[src/lpd_regs.vh]
`ifndef LPD_REGS_VH
`define LPD_REGS_VH
// timing figures in ns, faster grade
`define LPD_RAS_MIN_NS        100
`define LPD_RP_NS             50
`define LPD_CP_NS             10
`define LPD_RCD_NS            30
`define LPD_RAH_NS            15
`define LPD_AR_NS             40
`define LPD_CAC_NS            20
`define LPD_COL_ADDR_ACC_NS   55
`define LPD_CAS_W_NS          30
`define LPD_CRW_NS            55
`define LPD_RWD_NS            100
`define LPD_CWD_NS            20
`define LPD_WP_NS             20
`define LPD_CLK_NS            10
// cycles, least times rounded up
`define LPD_CYC(ns)           (((ns) + `LPD_CLK_NS - 1) / `LPD_CLK_NS)
// long intervals in us
`define LPD_PWRUP_US          100
`define LPD_REF_NORM_US       4000
`define LPD_REF_EXT_US        64000
`define LPD_ROWS              256
`define LPD_INIT_CYCLES       8
`define LPD_CYC_PER_US        100
// opcodes
`define LPD_OP_READ           2'h0
`define LPD_OP_WRITE          2'h1
`define LPD_OP_RMW            2'h2
`endif

[src/lpd_timer.v]
`timescale 1ns/10ps
`default_nettype none
// countdown: done_out high once load value has elapsed
module lpd_timer #(
   parameter W = 8
) (
   input  wire         ref_clk_in,
   input  wire         rst_in,
   input  wire         load_in,
   input  wire [W-1:0] value_in,
   output wire         done_out
);
   reg [W-1:0] count;
   always @(posedge ref_clk_in)
   begin
      if (rst_in)
         count <= {W{1'b0}};
      else if (load_in)
         count <= value_in;
      else if (count != {W{1'b0}})
         count <= count - {{(W-1){1'b0}}, 1'b1};
   end
   assign done_out = (count == {W{1'b0}}) & ~load_in;
endmodule // lpd_timer
`default_nettype wire

[src/lpd_refresh.v]
`timescale 1ns/10ps
`default_nettype none
`include "lpd_regs.vh"
// refresh scheduler: requests one row-only refresh per interval
module lpd_refresh #(
   parameter         INT_W     = 16,
   parameter [15:0]  NORM_INT  = 16'h061A,
   parameter [15:0]  EXT_INT   = 16'h61A8
) (
   input  wire       ref_clk_in,
   input  wire       rst_in,
   input  wire       ext_mode_in,
   input  wire       done_in,
   output reg        req_out,
   output reg  [7:0] row_out
);
   reg [INT_W-1:0] tick;
   wire [INT_W-1:0] limit = ext_mode_in ? EXT_INT : NORM_INT;
   always @(posedge ref_clk_in)
   begin
      if (rst_in)
      begin
         tick    <= {INT_W{1'b0}};
         req_out <= 1'b0;
         row_out <= 8'h00;
      end
      else
      begin
         if (tick >= limit)
         begin
            tick    <= {INT_W{1'b0}};
            req_out <= 1'b1;
         end
         else
            tick <= tick + {{(INT_W-1){1'b0}}, 1'b1};
         // set wins over clear; the refreshed row still advances
         if (done_in && !(tick >= limit))
            req_out <= 1'b0;
         if (done_in)
            row_out <= row_out + 8'h01;
      end
   end
endmodule // lpd_refresh
`default_nettype wire

[src/lpd_ctrl.v]
`timescale 1ns/10ps
`default_nettype none
`include "lpd_regs.vh"
module lpd_ctrl #(
   parameter PWRUP_CYC = `LPD_PWRUP_US * `LPD_CYC_PER_US,
   parameter IDLE_CYC  = `LPD_REF_EXT_US * `LPD_CYC_PER_US
) (
   input  wire        ref_clk_in,
   input  wire        rst_in,
   input  wire        req_valid_in,
   input  wire [1:0]  req_op_in,
   input  wire [15:0] req_addr_in,
   input  wire        req_wdata_in,
   input  wire        ext_refresh_in,
   output wire        req_ready_out,
   output reg         rd_valid_out,
   output reg         rd_data_out,
   output reg         init_done_out,
   output reg         ext_active_out,
   output reg         ras_n_out,
   output reg         cas_n_out,
   output reg         we_n_out,
   output reg  [7:0]  mux_address_bus_out,
   output reg         din_out,
   input  wire        dout_in
);
   // ======================================================
   // timing constants
   localparam [7:0] T_RCD = `LPD_CYC(`LPD_RCD_NS);
   localparam [7:0] T_RAS = `LPD_CYC(`LPD_RAS_MIN_NS);
   localparam [7:0] T_RP  = `LPD_CYC(`LPD_RP_NS);
   // column address access dominates at the fixed strobe spacing
   localparam [7:0] T_ACC = `LPD_CYC(`LPD_COL_ADDR_ACC_NS);
   localparam [7:0] T_CW  = `LPD_CYC(`LPD_CAS_W_NS);
   localparam [7:0] T_CRW = `LPD_CYC(`LPD_CRW_NS);
   localparam [7:0] T_WP  = `LPD_CYC(`LPD_WP_NS);
   localparam [15:0] NORM_INT = `LPD_REF_NORM_US * `LPD_CYC_PER_US / `LPD_ROWS;
   localparam [15:0] EXT_INT  = `LPD_REF_EXT_US * `LPD_CYC_PER_US / `LPD_ROWS;
   localparam [3:0] ROWS_LAST = 4'h0;
   localparam [3:0] INIT_CNT  = `LPD_INIT_CYCLES;
   localparam [8:0] ROWS_ALL  = `LPD_ROWS;
   // ======================================================
   // states
   localparam [3:0] S_PWR   = 4'h0;
   localparam [3:0] S_IDLE  = 4'h1;
   localparam [3:0] S_ROW   = 4'h2;
   localparam [3:0] S_COL   = 4'h3;
   localparam [3:0] S_SAMP  = 4'h4;
   localparam [3:0] S_WLATE = 4'h5;
   localparam [3:0] S_CHOLD = 4'h6;
   localparam [3:0] S_RHOLD = 4'h7;
   localparam [3:0] S_PRE   = 4'h8;
   localparam [3:0] S_REF   = 4'h9;

   reg  [3:0]  state;
   reg  [1:0]  op;
   reg  [7:0]  col;
   reg         wbit;
   reg         is_ref;
   reg  [3:0]  init_cnt;
   reg  [8:0]  burst_cnt;
   reg         ext_want;
   reg  [31:0] long_cnt;
   reg         dout_s1;
   reg         dout_s2;
   reg         t_load;
   reg  [7:0]  t_val;
   reg         ras_load;
   wire        t_done;
   wire        ras_done;
   wire        ref_req;
   wire [7:0]  ref_row;
   reg         ref_done;

   // ready only where the idle branch really takes the request
   assign req_ready_out = (state == S_IDLE) && init_done_out && !ref_req
                          && (burst_cnt == 9'h000) && (init_cnt == ROWS_LAST)
                          && !ext_active_out && !ext_want && !ext_refresh_in
                          && (long_cnt < IDLE_CYC);

   lpd_timer #(.W(8)) u_phase (
      .ref_clk_in (ref_clk_in),
      .rst_in     (rst_in),
      .load_in    (t_load),
      .value_in   (t_val),
      .done_out   (t_done)
   );

   lpd_timer #(.W(8)) u_ras (
      .ref_clk_in (ref_clk_in),
      .rst_in     (rst_in),
      .load_in    (ras_load),
      .value_in   (T_RAS),
      .done_out   (ras_done)
   );

   lpd_refresh #(.INT_W(16), .NORM_INT(NORM_INT), .EXT_INT(EXT_INT)) u_ref (
      .ref_clk_in  (ref_clk_in),
      .rst_in      (rst_in),
      .ext_mode_in (ext_active_out),
      .done_in     (ref_done),
      .req_out     (ref_req),
      .row_out     (ref_row)
   );

   // ======================================================
   // data pin sync; device output is asynchronous
   always @(posedge ref_clk_in)
   begin
      if (rst_in)
      begin
         dout_s1 <= 1'b0;
         dout_s2 <= 1'b0;
      end
      else
      begin
         dout_s1 <= dout_in;
         dout_s2 <= dout_s1;
      end
   end

   // ======================================================
   // main sequencer
   always @(posedge ref_clk_in)
   begin
      if (rst_in)
      begin
         state               <= S_PWR;
         op                  <= `LPD_OP_READ;
         col                 <= 8'h00;
         wbit                <= 1'b0;
         is_ref              <= 1'b0;
         init_cnt            <= 4'h0;
         burst_cnt           <= 9'h000;
         ext_want            <= 1'b0;
         ext_active_out      <= 1'b0;
         long_cnt            <= 32'h0;
         init_done_out       <= 1'b0;
         rd_valid_out        <= 1'b0;
         rd_data_out         <= 1'b0;
         ras_n_out           <= 1'b1;
         cas_n_out           <= 1'b1;
         we_n_out            <= 1'b1;
         mux_address_bus_out <= 8'h00;
         din_out             <= 1'b0;
         t_load              <= 1'b0;
         t_val               <= 8'h00;
         ras_load            <= 1'b0;
         ref_done            <= 1'b0;
      end
      else
      begin
         t_load       <= 1'b0;
         ras_load     <= 1'b0;
         ref_done     <= 1'b0;
         rd_valid_out <= 1'b0;
         case (state)
            S_PWR:
            begin
               if (long_cnt < PWRUP_CYC)
                  long_cnt <= long_cnt + 32'h1;
               else
               begin
                  init_cnt <= INIT_CNT;
                  long_cnt <= 32'h0;
                  state    <= S_IDLE;
               end
            end
            S_IDLE:
            begin
               long_cnt <= (long_cnt < IDLE_CYC) ? long_cnt + 32'h1 : long_cnt;
               if (long_cnt >= IDLE_CYC && !ext_active_out)
               begin
                  init_done_out <= 1'b0;
                  init_cnt      <= INIT_CNT;
                  long_cnt      <= 32'h0;
               end
               else if (ext_refresh_in != ext_want && burst_cnt == 9'h000)
               begin
                  ext_want  <= ext_refresh_in;
                  burst_cnt <= ROWS_ALL;
               end
               else if (init_cnt != ROWS_LAST || burst_cnt != 9'h000 || ref_req)
               begin
                  is_ref              <= 1'b1;
                  mux_address_bus_out <= ref_row;
                  state               <= S_REF;
               end
               else if (burst_cnt == 9'h000 && ext_want != ext_active_out)
                  ext_active_out <= ext_want;
               else if (req_valid_in && req_ready_out)
               begin
                  op                  <= req_op_in;
                  mux_address_bus_out <= req_addr_in[15:8];
                  col                 <= req_addr_in[7:0];
                  wbit                <= req_wdata_in;
                  is_ref              <= 1'b0;
                  state               <= S_REF;
               end
            end
            S_REF:
            begin
               // address set up one cycle, then row strobe falls
               ras_n_out <= 1'b0;
               ras_load  <= 1'b1;
               long_cnt  <= 32'h0;
               t_load    <= 1'b1;
               t_val     <= is_ref ? T_RAS : T_RCD;
               state     <= is_ref ? S_RHOLD : S_ROW;
            end
            S_ROW:
            begin
               if (t_done)
               begin
                  // row hold covered by delay; column now driven
                  mux_address_bus_out <= col;
                  din_out             <= wbit;
                  we_n_out            <= (op == `LPD_OP_WRITE) ? 1'b0 : 1'b1;
                  state               <= S_COL;
               end
            end
            S_COL:
            begin
               cas_n_out <= 1'b0;
               t_load    <= 1'b1;
               t_val     <= (op == `LPD_OP_WRITE) ? T_CW : T_ACC;
               state     <= (op == `LPD_OP_WRITE) ? S_CHOLD : S_SAMP;
            end
            S_SAMP:
            begin
               if (t_done)
               begin
                  // wait starts a cycle after the fall; margin covers both sync flops
                  rd_data_out  <= dout_s2;
                  rd_valid_out <= 1'b1;
                  if (op == `LPD_OP_RMW)
                  begin
                     din_out  <= wbit;
                     we_n_out <= 1'b0;
                     t_load   <= 1'b1;
                     t_val    <= T_WP;
                     state    <= S_WLATE;
                  end
                  else
                     state <= S_CHOLD;
               end
            end
            S_WLATE:
            begin
               // column strobe already low past rmw minimum
               if (t_done)
                  state <= S_CHOLD;
            end
            S_CHOLD:
            begin
               // column address held well past hold-from-row
               if (ras_done)
               begin
                  cas_n_out <= 1'b1;
                  ras_n_out <= 1'b1;
                  we_n_out  <= 1'b1;
                  t_load    <= 1'b1;
                  t_val     <= T_RP;
                  state     <= S_PRE;
               end
            end
            S_RHOLD:
            begin
               if (ras_done)
               begin
                  ras_n_out <= 1'b1;
                  t_load    <= 1'b1;
                  t_val     <= T_RP;
                  ref_done  <= 1'b1;
                  if (burst_cnt != 9'h000)
                     burst_cnt <= burst_cnt - 9'h001;
                  if (init_cnt != ROWS_LAST)
                     init_cnt <= init_cnt - 4'h1;
                  state <= S_PRE;
               end
            end
            S_PRE:
            begin
               // rp exceeds cp, so one wait covers both
               if (t_done)
               begin
                  if (init_cnt == ROWS_LAST)
                     init_done_out <= 1'b1;
                  state <= S_IDLE;
               end
            end
            default:
               state <= S_IDLE;
         endcase
      end
   end
endmodule // lpd_ctrl
`default_nettype wire

[config.mk]
export PLATFORM = sky130hd
export DESIGN_NAME = lpd_ctrl
export DESIGN_NICKNAME = d
export VERILOG_FILES = /design/src/lpd_timer.v /design/src/lpd_refresh.v /design/src/lpd_ctrl.v
export VERILOG_INCLUDE_DIRS = /design/src
export SDC_FILE = /design/constraint.sdc
export NUM_CORES = 1
export LEC_CHECK = 0
export BUFFER_PORTS_ARGS = -buffer_cell sky130_fd_sc_hd__clkbuf_2
export CAP_MARGIN = 20
export CORE_UTILIZATION = 50
export DETAILED_ROUTE_END_ITERATION = 10
export GPL_TIMING_DRIVEN = 0
export PLACE_DENSITY = 0.68
export SLEW_MARGIN = 20
export SYNTH_ARGS = -nofsm -noshare
export SYNTH_HDL_FRONTEND = slang
export SYNTH_SLANG_ARGS = --single-unit
[constraint.sdc]
create_clock -name ref_clk_in -period 2.9 [get_ports ref_clk_in]
set_input_delay 0.435 -clock ref_clk_in [delete_from_list [all_inputs] [get_ports ref_clk_in]]
set_output_delay 0.435 -clock ref_clk_in [all_outputs]
set_load 0.01 [all_outputs]
==> summary.txt <==
Timing
  – RSZ-0062 raised after global routing: no
  – Peak Freq: 363.3 MHz
  – Clock Skews: slightly below 0.007 ns
  – Final hold viol count: 0
  – Worst-Margin Slew: 1.137 ns
  – Count of final setup violators: 0
  – Tcrit/Tclk final: between 90% and 100%
  – Slew Viols, Final: 0
  – Worst rel slew slack: a little under a quarter
  – Tmin final: ~2.8 ns
  – Final setup TNS: 0 ns

Critical path
  – Worst endpoint data arrival time: 2.32 ns
  – CP Cell Sequence: buf_2 > nor2_1 > nand2_1 > nor2_1 > and4_1 > clkbuf_2
  – Crit. End Element: primary output
  – CP max FO: 9
  – Delay-heaviest family, CP: simple AND/OR/NAND/NOR gates
  – Crit Path Class: reg -> out
  – Worst setup SP type: flip-flop
  – Worst Path Required: approximately 2.5 ns
  – R2R setup slack: approximately 0.36 ns
  – Reg2reg path depth: 7
  – Reg-to-Reg End: mux_address_bus_out[2]
  – Critical path's slowest cell: nor2_1
  – Cell mode on critical path: nor2_1
  – Worst path max stage delay: 0.37 ns
  – WP buf/inv: 2
  – FF-to-FF Start: state[0]

Synth
  – Post-synthesis compound-gate area fraction: between 10% and 20%
  – Seq/Total Area, Yosys: 39.84%
  – Syn_nets: 799
  – Mux share of post-synthesis cell area: 4.669%
  – Synth Warn #: 0
  – Mapped Avg Cell Area: about 8.5 um^2
  – Post-Syn Instances: 756
  – XOR/XNOR Fraction of Synth Area: approximately 7.4%
  – #FFs+latches synth: ~130
  – Post-synth EDFFs: 0
  – Main combinational cell family by area after synthesis: simple AND/OR/NAND/NOR gates
  – Post-synth cell types: 73
  – Area of the mapped netlist: between 6000 and 7000 um^2
  – Simple-gate portion of the synthesized area: between 20% and 30%
  – Post-Synth Adder-Cell Area: 3.696%
  – Post-synth top flop: dfxtp_1
  – Post-synth ARST share: 0%

Placed design
  – Placer congestion estimate: 0.8788
  – Inst Count DP: between 900 and 1000
  – Detailed Place HPWL: about 11000 um
  – I/O Buffers: 39

Detailed routing
  – Overall routed net length: 15380 um
  – Highest routed layer: met4
  – WL/cell: roughly 15 um
  – Met2 WL: 7447 um
  – Post-route ant nets: 0
  – WL met1: ~7000 um
  – Routed wl met3: between 600 and 700 um
  – Drt via density: 5.654
  – Drt pass-1 iters: 5
  – DR iter-0 viols: 293
  – Vias: between 5000 and 6000
  – DRC errors left: 0

Power and ir drop
  – Final Power: about 7000 uW
  – PD cells: approximately 940 nW/um^2
  – Worst vdd rail ir drop: 0.6227 mV
  – Lkg Pwr: roughly 0.0028 uW

Global routing
  – Initial antenna violation count: 0
  – Vias in the first global route: ~5300
  – Largest net degree at the start of global routing: 17
  – First-pass GRT wire length: between 20000 and 30000 um
  – Global Route Usage Sum: between 20% and 30%
  – GRT overflow: 0

Floorplan
  – Starting Density: between 50% and 60%
  – Io pins: 41
  – Die Wd: ~120 um
  – DIE AREA: around 13000 um^2
  – Row count: 41
  – Core area: approximately 13000 um^2
  – Die Y-Extent: ~120 um

Layout
  – Ant diodes: 0
  – Layout cells sized above 1: about an eighth
  – Syn-to-layout area delta: 16.79%
  – Nets: 859
  – Fillers: ~1100
  – Post-Layout Cell Count: 1001

Hold path
  – Worst Hold Depth: 3
  – Worst hold path endpoint: op[0]
  – HP Start: req_op_in[0]
  – Hold crit path type: in -> reg

CTS
  – H-Tree Level Count: 4
  – Max clock buf depth: 2
  – Clk pin slew, worst setup/hold paths: ~0.06 ns
  – TritonCTS Buffers: 17
  – Clock insertion delay at the later pin of the skew report: between 0.4 and 0.5 ns
  – Root Buffer: clkbuf_16
  – Clk sink count: ~130
  – Cts repair resizes: 0
  – CTS tree: built

Status
  – Status: finished clean

Run
  – Max Cap Viol: 0
## logic make-up (layout without fill, tap and decap cells)
logic type | Yosys count | in the layout
AND/OR/NAND/NOR | 340 | 340
AO/OA/AOI/OAI | 131 | 131
flip-flops | 128 | 128
XOR/XNOR | 54 | 54
buffers and inverters | 54 | 127
multiplexers | 30 | 30
adder cells (fa/ha/maj) | 19 | 19
## synthesized netlist by cell type, types with 6 or more instances
master,instances,share of area [%]
nand4_1,10,0.97
a31oi_1,10,0.97
xnor2_1,35,4.8
clkbuf_1,20,1.2
nand2b_1,6,0.58
nor4_1,14,1.4
dfxtp_1,128,40
nor3_1,29,2.3
xor2_1,19,2.6
ha_1,19,3.7
mux2i_1,30,4.7
a21oi_1,45,3.5
inv_1,22,1.3
and3_1,6,0.58
nand2_1,51,3.0
nor2_1,144,8.4
nand3_1,25,1.9
or3_1,11,1.1
o21ai_0,31,2.4
## per-layer routing
layer	vias up	track usage [%]
met2	131	40.36
met1	2725	30.89
li1	2781	-
met4	0	8.225
met3	23	5.649
met5	-	0
## worst register-to-register path: stages, from the launching register on
cell	delay [ns]
dfxtp_1	0.30
clkbuf_8	0.15
clkbuf_1	0.23
nor3_1	0.96
nand2_1	0.23
o21ai_4	0.23
mux2i_1	0.26
nor2_1	0.05
## report_power, final
group | leakage, uW | total, uW | switching (uW) | internal (uW)
clock | 0.000317 | 2350 | 797 | 1550
combinational | 0.00143 | 2510 | 1490 | 1030
sequential | 0.00104 | 2220 | 228 | 1990
## final cells by class
type | instances | area [um^2] | share of cell area, %
multi-input cells | 574 | 3598 | 47.91
flip-flops and latches | 128 | 2562 | 34.12
clock buffers | 19 | 442.9 | 5.897
well taps | 172 | 215.2 | 2.865
clock inverters | 13 | 211.5 | 2.815
repair buffers | 41 | 210.2 | 2.799
plain buffers | 32 | 187.7 | 2.499
inverters | 22 | 82.58 | 1.099
## stage by stage
stage / worst slack [ns] / hold WS, ns / area, um^2 / util [%]
2_1_floorplan: 0.7099 / 0.4138 / 6431 / -
5_1_grt: 0.03950 / 0.2442 / 7511 / 59.76
3_3_place_gp: 0.3266 / 0.4386 / 6842 / 54.44
3_5_place_dp: 0.2636 / 0.4367 / 6842 / 54.44
4_1_cts: 0.1832 / 0.2427 / 7496 / 59.64
6_report: 0.1478 / 0.2578 / 7511 / 59.76
## placed cells by master, fill, tap and decap left out, types with 6 or more instances in the layout
master       n
nor2_1     144
dfxtp_1    128
nand2_1     51
a21oi_1     45
clkbuf_2    39
xnor2_1     35
o21ai_0     31
mux2i_1     30
nor3_1      29
nand3_1     25
inv_1       22
clkbuf_1    21
xor2_1      19
ha_1        19
clkbuf_16   17
nor4_1      14
or3_1       11
a31oi_1     10
nand4_1     10
nand2b_1     6
and3_1       6
## flip-flops by register name, indices dropped and copies added (netlist names), 2 cells and up
| name | count |
|---|---|
| t_val | 4 |
| col | 8 |
| mux_address_bus_out | 8 |
| u_ras.count | 8 |
| state | 4 |
| burst_cnt | 9 |
| init_cnt | 4 |
| long_cnt | 32 |
| u_phase.count | 8 |
| u_ref.row_out | 8 |
| op | 2 |
| u_ref.tick | 16 |
## worst max path at each step
stage                                start       endpoint  slack (ns)  cells past startpoint
after floorplan           u_phase.count[0]       state[2]        0.71                     10
after global placement      ext_active_out  u_ref.tick[7]        0.33                     10
after detailed placement    ext_active_out  u_ref.tick[9]        0.26                     10
after CTS                         state[1]  req_ready_out        0.18                      6
after global routing              state[1]  req_ready_out        0.04                      6
final                             state[1]  req_ready_out        0.15                      6
## repair_timing
item                                    in CTS  in global routing
endpoints found under the setup margin       0                  8
setup buffers                                0                  2
hold buffers                                 0                  0
hold endpoints to repair                     0                  0
(Power assumes the default switching activity.)
